`config.mk`:
```
export PLATFORM = sky130hd
export DESIGN_NAME = tkh_host
export DESIGN_NICKNAME = d
export VERILOG_FILES = /design/src/logic/tkh_pkg.sv /design/src/logic/tkh_host.sv
export SDC_FILE = /design/constraint.sdc
export NUM_CORES = 1
export LEC_CHECK = 0
export BUFFER_PORTS_ARGS = -buffer_cell sky130_fd_sc_hd__buf_4
export CAP_MARGIN = 25
export CORE_ASPECT_RATIO = 0.8
export CORE_UTILIZATION = 51
export CTS_CLUSTER_SIZE = 20
export DETAILED_ROUTE_END_ITERATION = 10
export GPL_ROUTABILITY_DRIVEN = 0
export PLACE_DENSITY = 0.87
export SKIP_CTS_REPAIR_TIMING = 1
export SYNTH_ARGS = -nofsm -noshare
export SYNTH_HDL_FRONTEND = slang
export SYNTH_SLANG_ARGS = --single-unit
```
`constraint.sdc`:
```
create_clock -name pclk -period 5.1 [get_ports pclk]
set_input_delay 1.02 -clock pclk [delete_from_list [all_inputs] [get_ports pclk]]
set_output_delay 1.02 -clock pclk [all_outputs]
set_load 0.01 [all_outputs]
```
`src/logic/tkh_pkg.sv`:
```
// Package for the host-side controller of a byte-wide clock/calendar SRAM.
// Assumes a 10 MHz pclk and an APB master reaching the controller registers.
package tkh_pkg;

  // ----------------------------------------------------------------
  // Clock and timing
  // ----------------------------------------------------------------
  localparam int CLK_MHZ = 10;
  localparam int T_ACCESS_NS = 70;
  localparam int T_WPULSE_NS = 60;
  localparam int T_CYCLE_NS = 70;
  localparam int SYNC_STAGES = 2;

  // Least time in ns rounded up to whole cycles, never below one
  function automatic int ns_to_cycles(input int ns);
    int c;
    c = (ns * CLK_MHZ + 999) / 1000;
    return (c < 1) ? 1 : c;
  endfunction

  localparam int ACCESS_CYC = ns_to_cycles(T_ACCESS_NS);
  localparam int WPULSE_CYC = ns_to_cycles(T_WPULSE_NS);
  localparam int RECOVER_CYC = ns_to_cycles(T_CYCLE_NS);

  // ----------------------------------------------------------------
  // Device memory map
  // ----------------------------------------------------------------
  localparam int ADDR_W = 13;
  localparam logic [12:0] CLOCK_BASE = 13'h1FF8;
  localparam logic [12:0] CLOCK_CTRL_ADDR = 13'h1FF8;
  localparam int CTRL_FREEZE_BIT = 6;
  localparam int CTRL_LOAD_BIT = 7;

  // ----------------------------------------------------------------
  // Controller registers (APB byte addresses)
  // ----------------------------------------------------------------
  localparam logic [7:0] REG_CMD = 8'h00;
  localparam logic [7:0] REG_ADDR = 8'h04;
  localparam logic [7:0] REG_WDATA = 8'h08;
  localparam logic [7:0] REG_RDATA = 8'h0C;
  localparam logic [7:0] REG_STATUS = 8'h10;
  localparam int CMD_START_BIT = 0;
  localparam int CMD_WRITE_BIT = 1;
  localparam int ST_BUSY_BIT = 0;
  localparam int ST_DONE_BIT = 1;
  localparam int ST_ERR_BIT = 2;
  localparam int ST_PFAIL_BIT = 3;
  localparam int ST_CLOCK_BIT = 4;

  // Pins driven toward the device
  typedef struct packed {
    logic [12:0] addr;
    logic chip_sel_n;
    logic out_drive_n;
    logic write_n;
    logic [7:0] data_out;
    logic data_oe;
  } tkh_pins_t;

  localparam tkh_pins_t PINS_IDLE = '{addr: 13'h0000, chip_sel_n: 1'b1,
    out_drive_n: 1'b1, write_n: 1'b1, data_out: 8'h00, data_oe: 1'b0};

endpackage

```
`src/logic/tkh_host.sv`:
```
// Host controller that drives a byte-wide clock/calendar SRAM over its pins.
// Assumes an APB master on pclk and an asynchronous device on the pins.
// Summary of operation
// - Host holds the address stable across the whole write cycle.
// - Host returns select or strobe high for the recovery interval.
// - Host drives write data before the end edge and holds it after.
// - Host keeps output drive high during write cycles.
//
// Register access over APB was decided locally.

`timescale 1ns/1ps
`default_nettype none

module tkh_host
  import tkh_pkg::*;
#(
  parameter int CNT_W = 4
)
(
  input wire logic pclk,
  input wire logic presetn,
  input wire logic clk_en,
  input wire logic psel,
  input wire logic penable,
  input wire logic pwrite,
  input wire logic [7:0] paddr,
  input wire logic [31:0] pwdata,
  output logic [31:0] prdata,
  output logic pready,
  output logic pslverr,
  output tkh_pins_t pins,
  input wire logic [7:0] data_lines_in,
  input wire logic power_fail_alarm
);

  // Elaboration check: the counter must hold the longest timed phase
  if (CNT_W < 2 || (1 << CNT_W) <= ACCESS_CYC + SYNC_STAGES
      || (1 << CNT_W) <= RECOVER_CYC || (1 << CNT_W) <= WPULSE_CYC)
  begin : g_cnt_check
    $error("CNT_W too small for the access timing");
  end

  // ----------------------------------------------------------------
  // Declarations
  // ----------------------------------------------------------------
  typedef enum logic [2:0] {ST_IDLE, ST_SETUP, ST_READ, ST_WPULSE, ST_WEND,
    ST_RECOVER} tkh_state_t;

  tkh_state_t state;
  logic [CNT_W-1:0] cnt;
  logic [12:0] addr_reg;
  logic [7:0] wdata_reg;
  logic [7:0] rdata_reg;
  logic is_write;
  logic busy;
  logic done;
  logic err;
  logic clock_hit;
  logic [7:0] dq_s1;
  logic [7:0] dq_s2;
  logic pf_s1;
  logic pf_s2;
  logic setup_phase;
  logic wr_access;
  logic mapped;
  logic start_req;
  logic finish;
  logic abort;

  assign setup_phase = psel & ~penable;
  assign wr_access = psel & penable & pwrite;
  assign mapped = (paddr == REG_CMD) || (paddr == REG_ADDR) || (paddr == REG_WDATA)
    || (paddr == REG_RDATA) || (paddr == REG_STATUS);
  assign start_req = wr_access & (paddr == REG_CMD) & pwdata[CMD_START_BIT];
  assign busy = (state != ST_IDLE);
  assign finish = clk_en & (((state == ST_READ) && (cnt == '0))
    || ((state == ST_WEND)));
  assign abort = pf_s2 & is_write & ((state == ST_SETUP) || (state == ST_WPULSE));

  // ----------------------------------------------------------------
  // APB answer
  // ----------------------------------------------------------------
  // Zero wait states: access phase always completes
  assign pready = psel & penable;
  assign pslverr = psel & penable & ~mapped;

  // Read data captured in the setup cycle, stable through the access phase
  always_ff @(posedge pclk or negedge presetn)
  begin
    if (!presetn)
      prdata <= 32'h00000000;
    else if (clk_en && setup_phase)
    begin
      unique case (paddr)
        REG_CMD: prdata <= {31'h00000000, is_write} << CMD_WRITE_BIT;
        REG_ADDR: prdata <= {19'h00000, addr_reg};
        REG_WDATA: prdata <= {24'h000000, wdata_reg};
        REG_RDATA: prdata <= {24'h000000, rdata_reg};
        REG_STATUS: prdata <= {27'h0000000, clock_hit, pf_s2, err, done, busy};
        default: prdata <= 32'h00000000;
      endcase
    end
  end

  // ----------------------------------------------------------------
  // Software-written registers
  // ----------------------------------------------------------------
  // Address, data and direction are frozen while a cycle runs
  always_ff @(posedge pclk or negedge presetn)
  begin
    if (!presetn)
    begin
      addr_reg <= 13'h0000;
      wdata_reg <= 8'h00;
      is_write <= 1'b0;
    end
    else if (clk_en && wr_access && !busy)
    begin
      if (paddr == REG_ADDR)
        addr_reg <= pwdata[12:0];
      if (paddr == REG_WDATA)
        wdata_reg <= pwdata[7:0];
      if (paddr == REG_CMD)
        is_write <= pwdata[CMD_WRITE_BIT];
    end
  end

  // ----------------------------------------------------------------
  // Input synchronisers
  // ----------------------------------------------------------------
  // Two stages for the data lines and the power-fail alarm
  always_ff @(posedge pclk or negedge presetn)
  begin
    if (!presetn)
    begin
      dq_s1 <= 8'h00;
      dq_s2 <= 8'h00;
      pf_s1 <= 1'b0;
      pf_s2 <= 1'b0;
    end
    else if (clk_en)
    begin
      dq_s1 <= data_lines_in;
      dq_s2 <= dq_s1;
      pf_s1 <= power_fail_alarm;
      pf_s2 <= pf_s1;
    end
  end

  // ----------------------------------------------------------------
  // Access sequencer
  // ----------------------------------------------------------------
  // Sequences one read or write per start command
  always_ff @(posedge pclk or negedge presetn)
  begin
    if (!presetn)
    begin
      state <= ST_IDLE;
      cnt <= '0;
    end
    else if (clk_en)
    begin
      unique case (state)
        ST_IDLE:
          if (start_req && !(pf_s2 && pwdata[CMD_WRITE_BIT]))
            state <= ST_SETUP;
        ST_SETUP:
          if (abort)
          begin
            state <= ST_RECOVER;
            cnt <= CNT_W'(RECOVER_CYC - 1);
          end
          else if (is_write)
          begin
            state <= ST_WPULSE;
            cnt <= CNT_W'(WPULSE_CYC - 1);
          end
          else
          begin
            state <= ST_READ;
            cnt <= CNT_W'(ACCESS_CYC + SYNC_STAGES - 1);
          end
        ST_READ:
          if (cnt == '0)
          begin
            state <= ST_RECOVER;
            cnt <= CNT_W'(RECOVER_CYC - 1);
          end
          else
            cnt <= cnt - 1'b1;
        ST_WPULSE:
          if (abort || cnt == '0)
            state <= ST_WEND;
          else
            cnt <= cnt - 1'b1;
        ST_WEND:
        begin
          state <= ST_RECOVER;
          cnt <= CNT_W'(RECOVER_CYC - 1);
        end
        ST_RECOVER:
          if (cnt == '0)
            state <= ST_IDLE;
          else
            cnt <= cnt - 1'b1;
      endcase
    end
  end

  // Read data taken from the synchronised lines at the end of the access
  always_ff @(posedge pclk or negedge presetn)
  begin
    if (!presetn)
      rdata_reg <= 8'h00;
    else if (clk_en && state == ST_READ && cnt == '0)
      rdata_reg <= dq_s2;
  end

  // ----------------------------------------------------------------
  // Status flags
  // ----------------------------------------------------------------
  // Done and error are sticky; a set in the clearing cycle wins
  always_ff @(posedge pclk or negedge presetn)
  begin
    if (!presetn)
    begin
      done <= 1'b0;
      err <= 1'b0;
      clock_hit <= 1'b0;
    end
    else if (clk_en)
    begin
      if (finish && !(pf_s2 && is_write))
        done <= 1'b1;
      else if (wr_access && paddr == REG_STATUS && pwdata[ST_DONE_BIT])
        done <= 1'b0;
      if (abort || (start_req && !busy && pf_s2 && pwdata[CMD_WRITE_BIT])
          || (start_req && busy))
        err <= 1'b1;
      else if (wr_access && paddr == REG_STATUS && pwdata[ST_ERR_BIT])
        err <= 1'b0;
      if (state == ST_SETUP)
        clock_hit <= (addr_reg >= CLOCK_BASE);
    end
  end

  // ----------------------------------------------------------------
  // Pin drive
  // ----------------------------------------------------------------
  // All pins registered; address held from setup through recovery
  always_ff @(posedge pclk or negedge presetn)
  begin
    if (!presetn)
      pins <= PINS_IDLE;
    else if (clk_en)
    begin
      pins <= PINS_IDLE;
      unique case (state)
        ST_IDLE:
          pins.addr <= addr_reg;
        ST_SETUP:
        begin
          pins.addr <= addr_reg;
          if (abort)
            pins.data_oe <= 1'b0;
          else if (is_write)
          begin
            pins.chip_sel_n <= 1'b0;
            pins.write_n <= 1'b0;
            pins.data_out <= wdata_reg;
            pins.data_oe <= 1'b1;
          end
          else
          begin
            pins.chip_sel_n <= 1'b0;
            pins.out_drive_n <= 1'b0;
          end
        end
        ST_READ:
        begin
          pins.addr <= addr_reg;
          if (cnt != '0)
          begin
            pins.chip_sel_n <= 1'b0;
            pins.out_drive_n <= 1'b0;
          end
        end
        ST_WPULSE:
        begin
          pins.addr <= addr_reg;
          pins.data_out <= wdata_reg;
          pins.data_oe <= 1'b1;
          if (!abort && cnt != '0)
          begin
            pins.chip_sel_n <= 1'b0;
            pins.write_n <= 1'b0;
          end
        end
        ST_WEND:
        begin
          pins.addr <= addr_reg;
          pins.data_out <= wdata_reg;
          pins.data_oe <= 1'b1;
        end
        ST_RECOVER:
          pins.addr <= addr_reg;
      endcase
    end
  end

endmodule

`default_nettype wire

```
* Word level (Yosys, flattened, before mapping)
Cells that the tools add are included.
Word-level totals: register bits after elaboration 115, input port bits 55, output and inout bits 59, logic and storage cells 126
Operators by class: add/sub/neg operators 1, order comparisons 1, equal/unequal tests 15, muxes and demuxes 29, bitwise operators 11, reduce and logical (&&, ||, !) cells 49
Operators by type and width (count):
- $pmux 13 s5 | 1
- $pmux 4 s5 | 1
- $logic_and 1x1->1 | 18
- $pmux 3 s6 | 1
- $pmux 9 s2 | 1
- $eq 8x4->1 const B | 2
- $mux 3 | 5
- $ge 13x13->1 const B | 1
- $mux 13 | 1
- $mux 4 | 3
- $reduce_and 2->1 | 6
- $mux 11 | 1
- $mux 10 | 1
- $and 1x1->1 | 9
- $logic_or 1x1->1 | 9
- $eq 8x3->1 const B | 1
- $eq 8x5->1 const B | 1
- $logic_not 8->1 | 1
- $mux 1 | 8
- $ne 2x2->1 const B | 4
- $eq 3x2->1 const B | 2
- $eq 3x3->1 const B | 2
- $mux 2 | 3
- $reduce_or 6->1 | 1
- other kinds (16) | 23

* Depth between registers and ports, before layout
Gate-level depths: netlist (run 1).
depth after elaboration 11, mapped depth 6, gate-level depth less buffers 6

* Least setup slack after synthesis (run 1)
OpenSTA, ideal clock, no wires.
path kind input to output, start in paddr[1], end out pslverr, arrival 1978 ps, data required time 4080 ps, path slack 2102 ps, cell stages on the path 4, buffers on the path 1, path through or4_4 -> buf_6 -> nor2_1 -> a21boi_0
Between the ends: cells in the longest elaborated chain, start to end 7, elaborated cells between the ends (all ways) 11, those cells by class eq/ne (4); bitwise (2); reduce/logical (5)
RTL lines:
- start: declaration | RTL line tkh_host.sv:26 | input wire logic [7:0] paddr,
- $eq 8x3->1 / $logic_not 8->1 (equally long branches) | RTL line tkh_host.sv:72 | assign mapped = (paddr == REG_CMD) || (paddr == REG_ADDR) || (paddr == REG_WDATA)
- $logic_or 1x1->1 (2 in a row) | RTL line tkh_host.sv:72
- $logic_or 1x1->1 | RTL line tkh_host.sv:73 | || (paddr == REG_RDATA) || (paddr == REG_STATUS);
- $logic_or 1x1->1 (*) | RTL line tkh_host.sv:73
- $not 1->1 (*) | RTL line tkh_host.sv:85 | assign pslverr = psel & penable & ~mapped;
- $and 1x1->1 (*) | RTL line tkh_host.sv:85
- end: declaration | RTL line tkh_host.sv:30 | output logic pslverr,
Mark *: on every way between the ends. The rest lies on a longest branch, timed or not.

* Worst setup path after layout (run 1)
Same ends and word-level chain as after synthesis.

==> out/metrics.cfg, run 1 <==
[critical_path]
cp_common_cell=buf_4
critPathTopFamily=simple AND/OR/NAND/NOR gates
end_kind=output pin
crit_cells=5
rr_endpoint=rdata_reg[3]
rrSetupSlack_ps=2500
cp_cell_sequence=buf_4 > or4_4 > nor2_1 > a21boi_0 > buf_4
max_stage_delay_ps=630
startpoint=paddr[1]
worst-path-max-fanout=7
r2r_start=cnt[1]
cp_slowest_cell=or4_4
worstRegToRegCells=5
required_ps=4080
start_kind=primary input
crit_buf_inv=2
crit_arrival_ps=2330
path_class=in -> out

[die]
io_pins=114
start_util_pct=53.1
chipWidth_um=108
fp-row-count=30
die_h_um=86.6
fp.dieArea_um2=9330
core_area_um2=8600

[min_path]
hold_class=reg -> reg
hold_depth=1
hold_end=pins[0]
min-delay-start=pins[0]

[synth]
synth-edff-count=0
dominantRegCellSynth=dfrtp_1
synth_top_area_share_pct=51.0
yosysWarnings=0
syn_area_um2=4560
netlist_instances=364
yosysUniqueCellTypes=56
syn_avg_cell_area_um2=12.5
synth.area.top_cells=dfrtp_1, mux2_2, mux2_4
ys_seq_area_share_pct=52.7
synth_top_area_cell=dfrtp_1
synth_seq_cells=96
async_flop_share_pct=100

[power]
peakVddDrop_mv=0.168
power.density_nw_per_um2=352
clkPwrFrac_pct=26.9
total_power_mw=1.87
intPower_mw=1.27
pwr-share-seq_pct=50.8
switching_share_pct=32.0
power_switching_mw=0.599
pwr-share-comb_pct=22.4
power.leakage_nw=2.65

[timing]
fin_skew_ps=11.0
drv_slew=0
fin_worst_hold_slack_ps=488
setup_slack_ps=1750
rsz0062_at_grt=false
tns_ps=0
fmax_ghz=0.299
finalSetupViolCount=0
hold_viol_final=0
max-slew-margin-rel_pct=39.0
fin_crit_sh_pct=65.6
final.min_clock_period_ps=3350
worstMarginPinSlew_ps=915

[drt]
drtPass1Iterations=5
routed_wl_mm=10.3
avgRoutedWirePerCell_um=18.7
antenna_left=0
first_iter_violations=315
viasPerCell=5.93
drcViolationCount=0
vias=3270

[layout]
stdcell_count=551
layout_common_cells=dfrtp_1, buf_4, mux2_2
fillerInstances=669
multiInputGateArea_um2=1980
syn_to_final_growth_pct=16.6
drive_above_1_share_pct=39.2
final_core_util_pct=61.9
antenna_cells=0
fin_nets=491
fin_area_um2=5320
regArea_um2=2410
largest_register_ffs=25
final_common_cell=dfrtp_1

[clock_network]
root_buffer=clkbuf_8
cts_buffers=9
clock_sinks=96
clock_latency_ps=370
htree_levels=3
cts.clk_slew.worst_paths_ps=90
cts_tree=yes
clockBufferDepth=2

[place]
pre_cts_ws_ps=1800
hpwl_mm=7.37
place_area_um2=5120
portBuffers=75
placedCellCount=535

[flow_run]
drv_cap=0

[grt]
grt_pass1_wl_mm=16.4
grt_pass1_vias=3091
grt_max_degree=53
overflow=0
grt.total_usage_pct=23.5
antenna_found_initial=0

[outcome]
status=finished, final reports clean

==> cell usage after synthesis, types with 5 or more instances <==
cell and n:
a32oi_1 6, nor3_1 5, inv_1 7, o31ai_1 7, nor2_1 11, dfrtp_1 93
mux2_4 18, a22o_1 15, nand4_1 6, a21oi_1 12, o21ai_0 7, buf_4 19
clkbuf_1 12, nand2_1 20, mux2_2 49, a22oi_1 6
==> routing by layer <==
layer | vias to the layer above | wire length, µm | GRT usage [%]
li1 | 1441 | - | -
met1 | 1589 | 4460 | 32.5
met2 | 216 | 4690 | 35.7
met3 | 24 | 921 | 5.41
met4 | 0 | 245 | 10.1
met5 | - | 0 | 0
==> power groups by stage <==
stage / logic [mW] / clock network (mW) / registers (mW)
floorplan: 0.322 / 0 / 0.908
global placement: 0.389 / 0 / 0.952
detailed placement: 0.410 / 0 / 0.960
CTS: 0.412 / 0.510 / 0.944
global route: 0.453 / 0.549 / 0.960
finish: 0.419 / 0.503 / 0.951
==> cell type report <==
cell class | instances | area share [%]
timing repair buffer | 76 | 10.7
tap | 112 | 2.63
clock buffer | 10 | 2.40
multi-input combinational | 243 | 37.2
inverter | 8 | 0.564
sequential | 96 | 45.2
clock inverter | 6 | 1.29
==> worst max-delay path by stage <==
stage / to / slack [ps]
floorplan: pslverr / 2100
global placement: pslverr / 1810
detailed placement: pslverr / 1800
CTS: pslverr / 1780
global route: pslverr / 1740
finish: pslverr / 1750
==> cell families after synthesis <==
logic type               synth area share (%)
AO/OA/AOI/OAI                            11.5
adder cells (fa/ha/maj)                 0.548
buffers and inverters                    5.43
flip-flops                               52.7
multiplexers                             18.9
other                                  0.0822
AND/OR/NAND/NOR                          10.8
Note: power is estimated with default switching activity, not from simulation.
==> run 2, diff against run 1 <==
clock period = 3.39 ns   (was 5.1 ns; I/O delays follow)
==> out/metrics.cfg, run 2 (synthesized netlist as in run 1, its figures left out) <==
[timing]
tns_ps=0  ; unchanged
fin_skew_ps=15.7  ; +4.71 ps
drv_slew=0  ; unchanged
max-slew-margin-rel_pct=45.1  ; +6.1 points
finalSetupViolCount=0  ; unchanged
fin_crit_sh_pct=78.2
rsz0062_at_grt=false
fmax_ghz=0.377
final.min_clock_period_ps=2650
worstMarginPinSlew_ps=824  ; -91.2 ps
hold_viol_final=0  ; unchanged

[drt]
viasPerCell=5.86  ; -1.2%
drcViolationCount=0  ; unchanged
vias=3253  ; -0.52%
routed_wl_mm=10.4  ; +0.81%
antenna_left=0  ; unchanged
drtPass1Iterations=5  ; unchanged
avgRoutedWirePerCell_um=18.7  ; about the same
first_iter_violations=185  ; -41%

[clock_network]
clockBufferDepth=2  ; unchanged
clock_sinks=96  ; unchanged
htree_levels=3  ; unchanged
cts_tree=yes
root_buffer=clkbuf_8
cts.clk_slew.worst_paths_ps=100  ; about the same
cts_buffers=9  ; unchanged
clock_latency_ps=370  ; about the same

[grt]
grt_max_degree=46  ; -13%
grt.total_usage_pct=23.7  ; +0.21 points
grt_pass1_wl_mm=16.6  ; +1.4%
antenna_found_initial=0  ; unchanged
grt_pass1_vias=3178  ; +2.8%
overflow=0  ; unchanged

[critical_path]
cp_cell_sequence=buf_4 > or4_4 > nor2_1 > a21boi_0 > buf_4
startpoint=paddr[1]
worstRegToRegCells=4  ; -1
critPathCapture=pslverr
end_kind=output pin
cp_common_cell=buf_4
crit_arrival_ps=1970  ; -360 ps
path_class=in -> out
r2r_start=state[1]
max_stage_delay_ps=620  ; about the same
cp_slowest_cell=or4_4
rrSetupSlack_ps=780  ; -1720 ps
start_kind=primary input
critPathTopFamily=simple AND/OR/NAND/NOR gates
worst-path-max-fanout=7  ; unchanged
crit_cells=5  ; unchanged
crit_buf_inv=2  ; unchanged
rr_endpoint=addr_reg[5]
required_ps=2710  ; -1370 ps

[layout]
fin_nets=495  ; +0.81%
syn_to_final_growth_pct=16.9
drive_above_1_share_pct=40.0  ; +0.77 points
stdcell_count=555  ; +0.73%
antenna_cells=0  ; unchanged
regArea_um2=2410  ; unchanged
final_common_cell=dfrtp_1
largest_register_ffs=25  ; unchanged
multiInputGateArea_um2=1980  ; unchanged
layout_common_cells=dfrtp_1, buf_4, mux2_2
fillerInstances=656  ; -1.9%

[flow_run]
drv_cap=0  ; unchanged

[die]
start_util_pct=53.1  ; unchanged
io_pins=114  ; unchanged
fp-row-count=30  ; unchanged
chipWidth_um=108  ; unchanged
core_area_um2=8600  ; unchanged
fp.dieArea_um2=9330  ; unchanged
die_h_um=86.6  ; unchanged

[outcome]
status=finished, final reports clean

[power]
peakVddDrop_mv=0.249  ; +49%
power.leakage_nw=2.65  ; +0.23%
power.density_nw_per_um2=521  ; +48%
total_power_mw=2.78  ; +48%

[place]
hpwl_mm=7.51  ; +1.9%
placedCellCount=539  ; +0.75%
portBuffers=75  ; unchanged

[min_path]
hold_class=in -> async

-- run 2: cell types whose count changed in the layout (fill, tap and decap cells not counted), sizes merged --
cell      before  now
clkbuf        10    9
clkinvlp       1    3
inv            8    9
clkinv         4    3
bufinv         1    0
buf           76   80
-- run 2: power by group --
group / switching, mW / internal, mW
Sequential: 0.160 / 1.28
Clock: 0.422 / 0.274
Combinational: 0.343 / 0.302
-- run 2: cell type report --
type	count	share of cell area (%)
Clock inverter	7	1.06
Inverter	8	0.563
Clock buffer	9	2.32
Multi-Input combinational cell	243	37.1
Sequential cell	96	45.1
Tap cell	112	2.63
Timing Repair Buffer	80	11.3
-- run 2: worst min-delay path by stage --
stage / startpoint / endpoint / cells after the start
floorplan: presetn / addr_reg[0] / 0
global placement: clock_hit / clock_hit / 1
detailed placement: clock_hit / clock_hit / 1
CTS: presetn / addr_reg[2] / 1
global route: presetn / addr_reg[2] / 1
finish: presetn / cnt[1] / 1
-- run 2: per-layer routing --
| layer | vias to the layer above | track usage (%) | part of all wire [%] |
|---|---|---|---|
| met5 | - | 0 | 0 |
| met4 | 0 | 8.84 | 2.2 |
| met3 | 21 | 5.19 | 8.2 |
| met2 | 204 | 36.5 | 46 |
| met1 | 1570 | 33.1 | 43 |
| li1 | 1458 | - | - |
-- run 2: metrics by stage --
| stage | util [%] | setup WS, ps | cell area, µm² | hold WS (ps) |
|---|---|---|---|---|
| 4_1_cts | 62.1 | 747 | 5330 | 315 |
| 6_report | 62.1 | 739 | 5330 | 299 |
| 3_3_place_gp | 60.0 | 781 | 5150 | 463 |
| 2_1_floorplan | - | 1080 | 4630 | 382 |
| 5_1_grt | 62.1 | 622 | 5330 | 339 |
| 3_5_place_dp | 60.0 | 770 | 5150 | 471 |
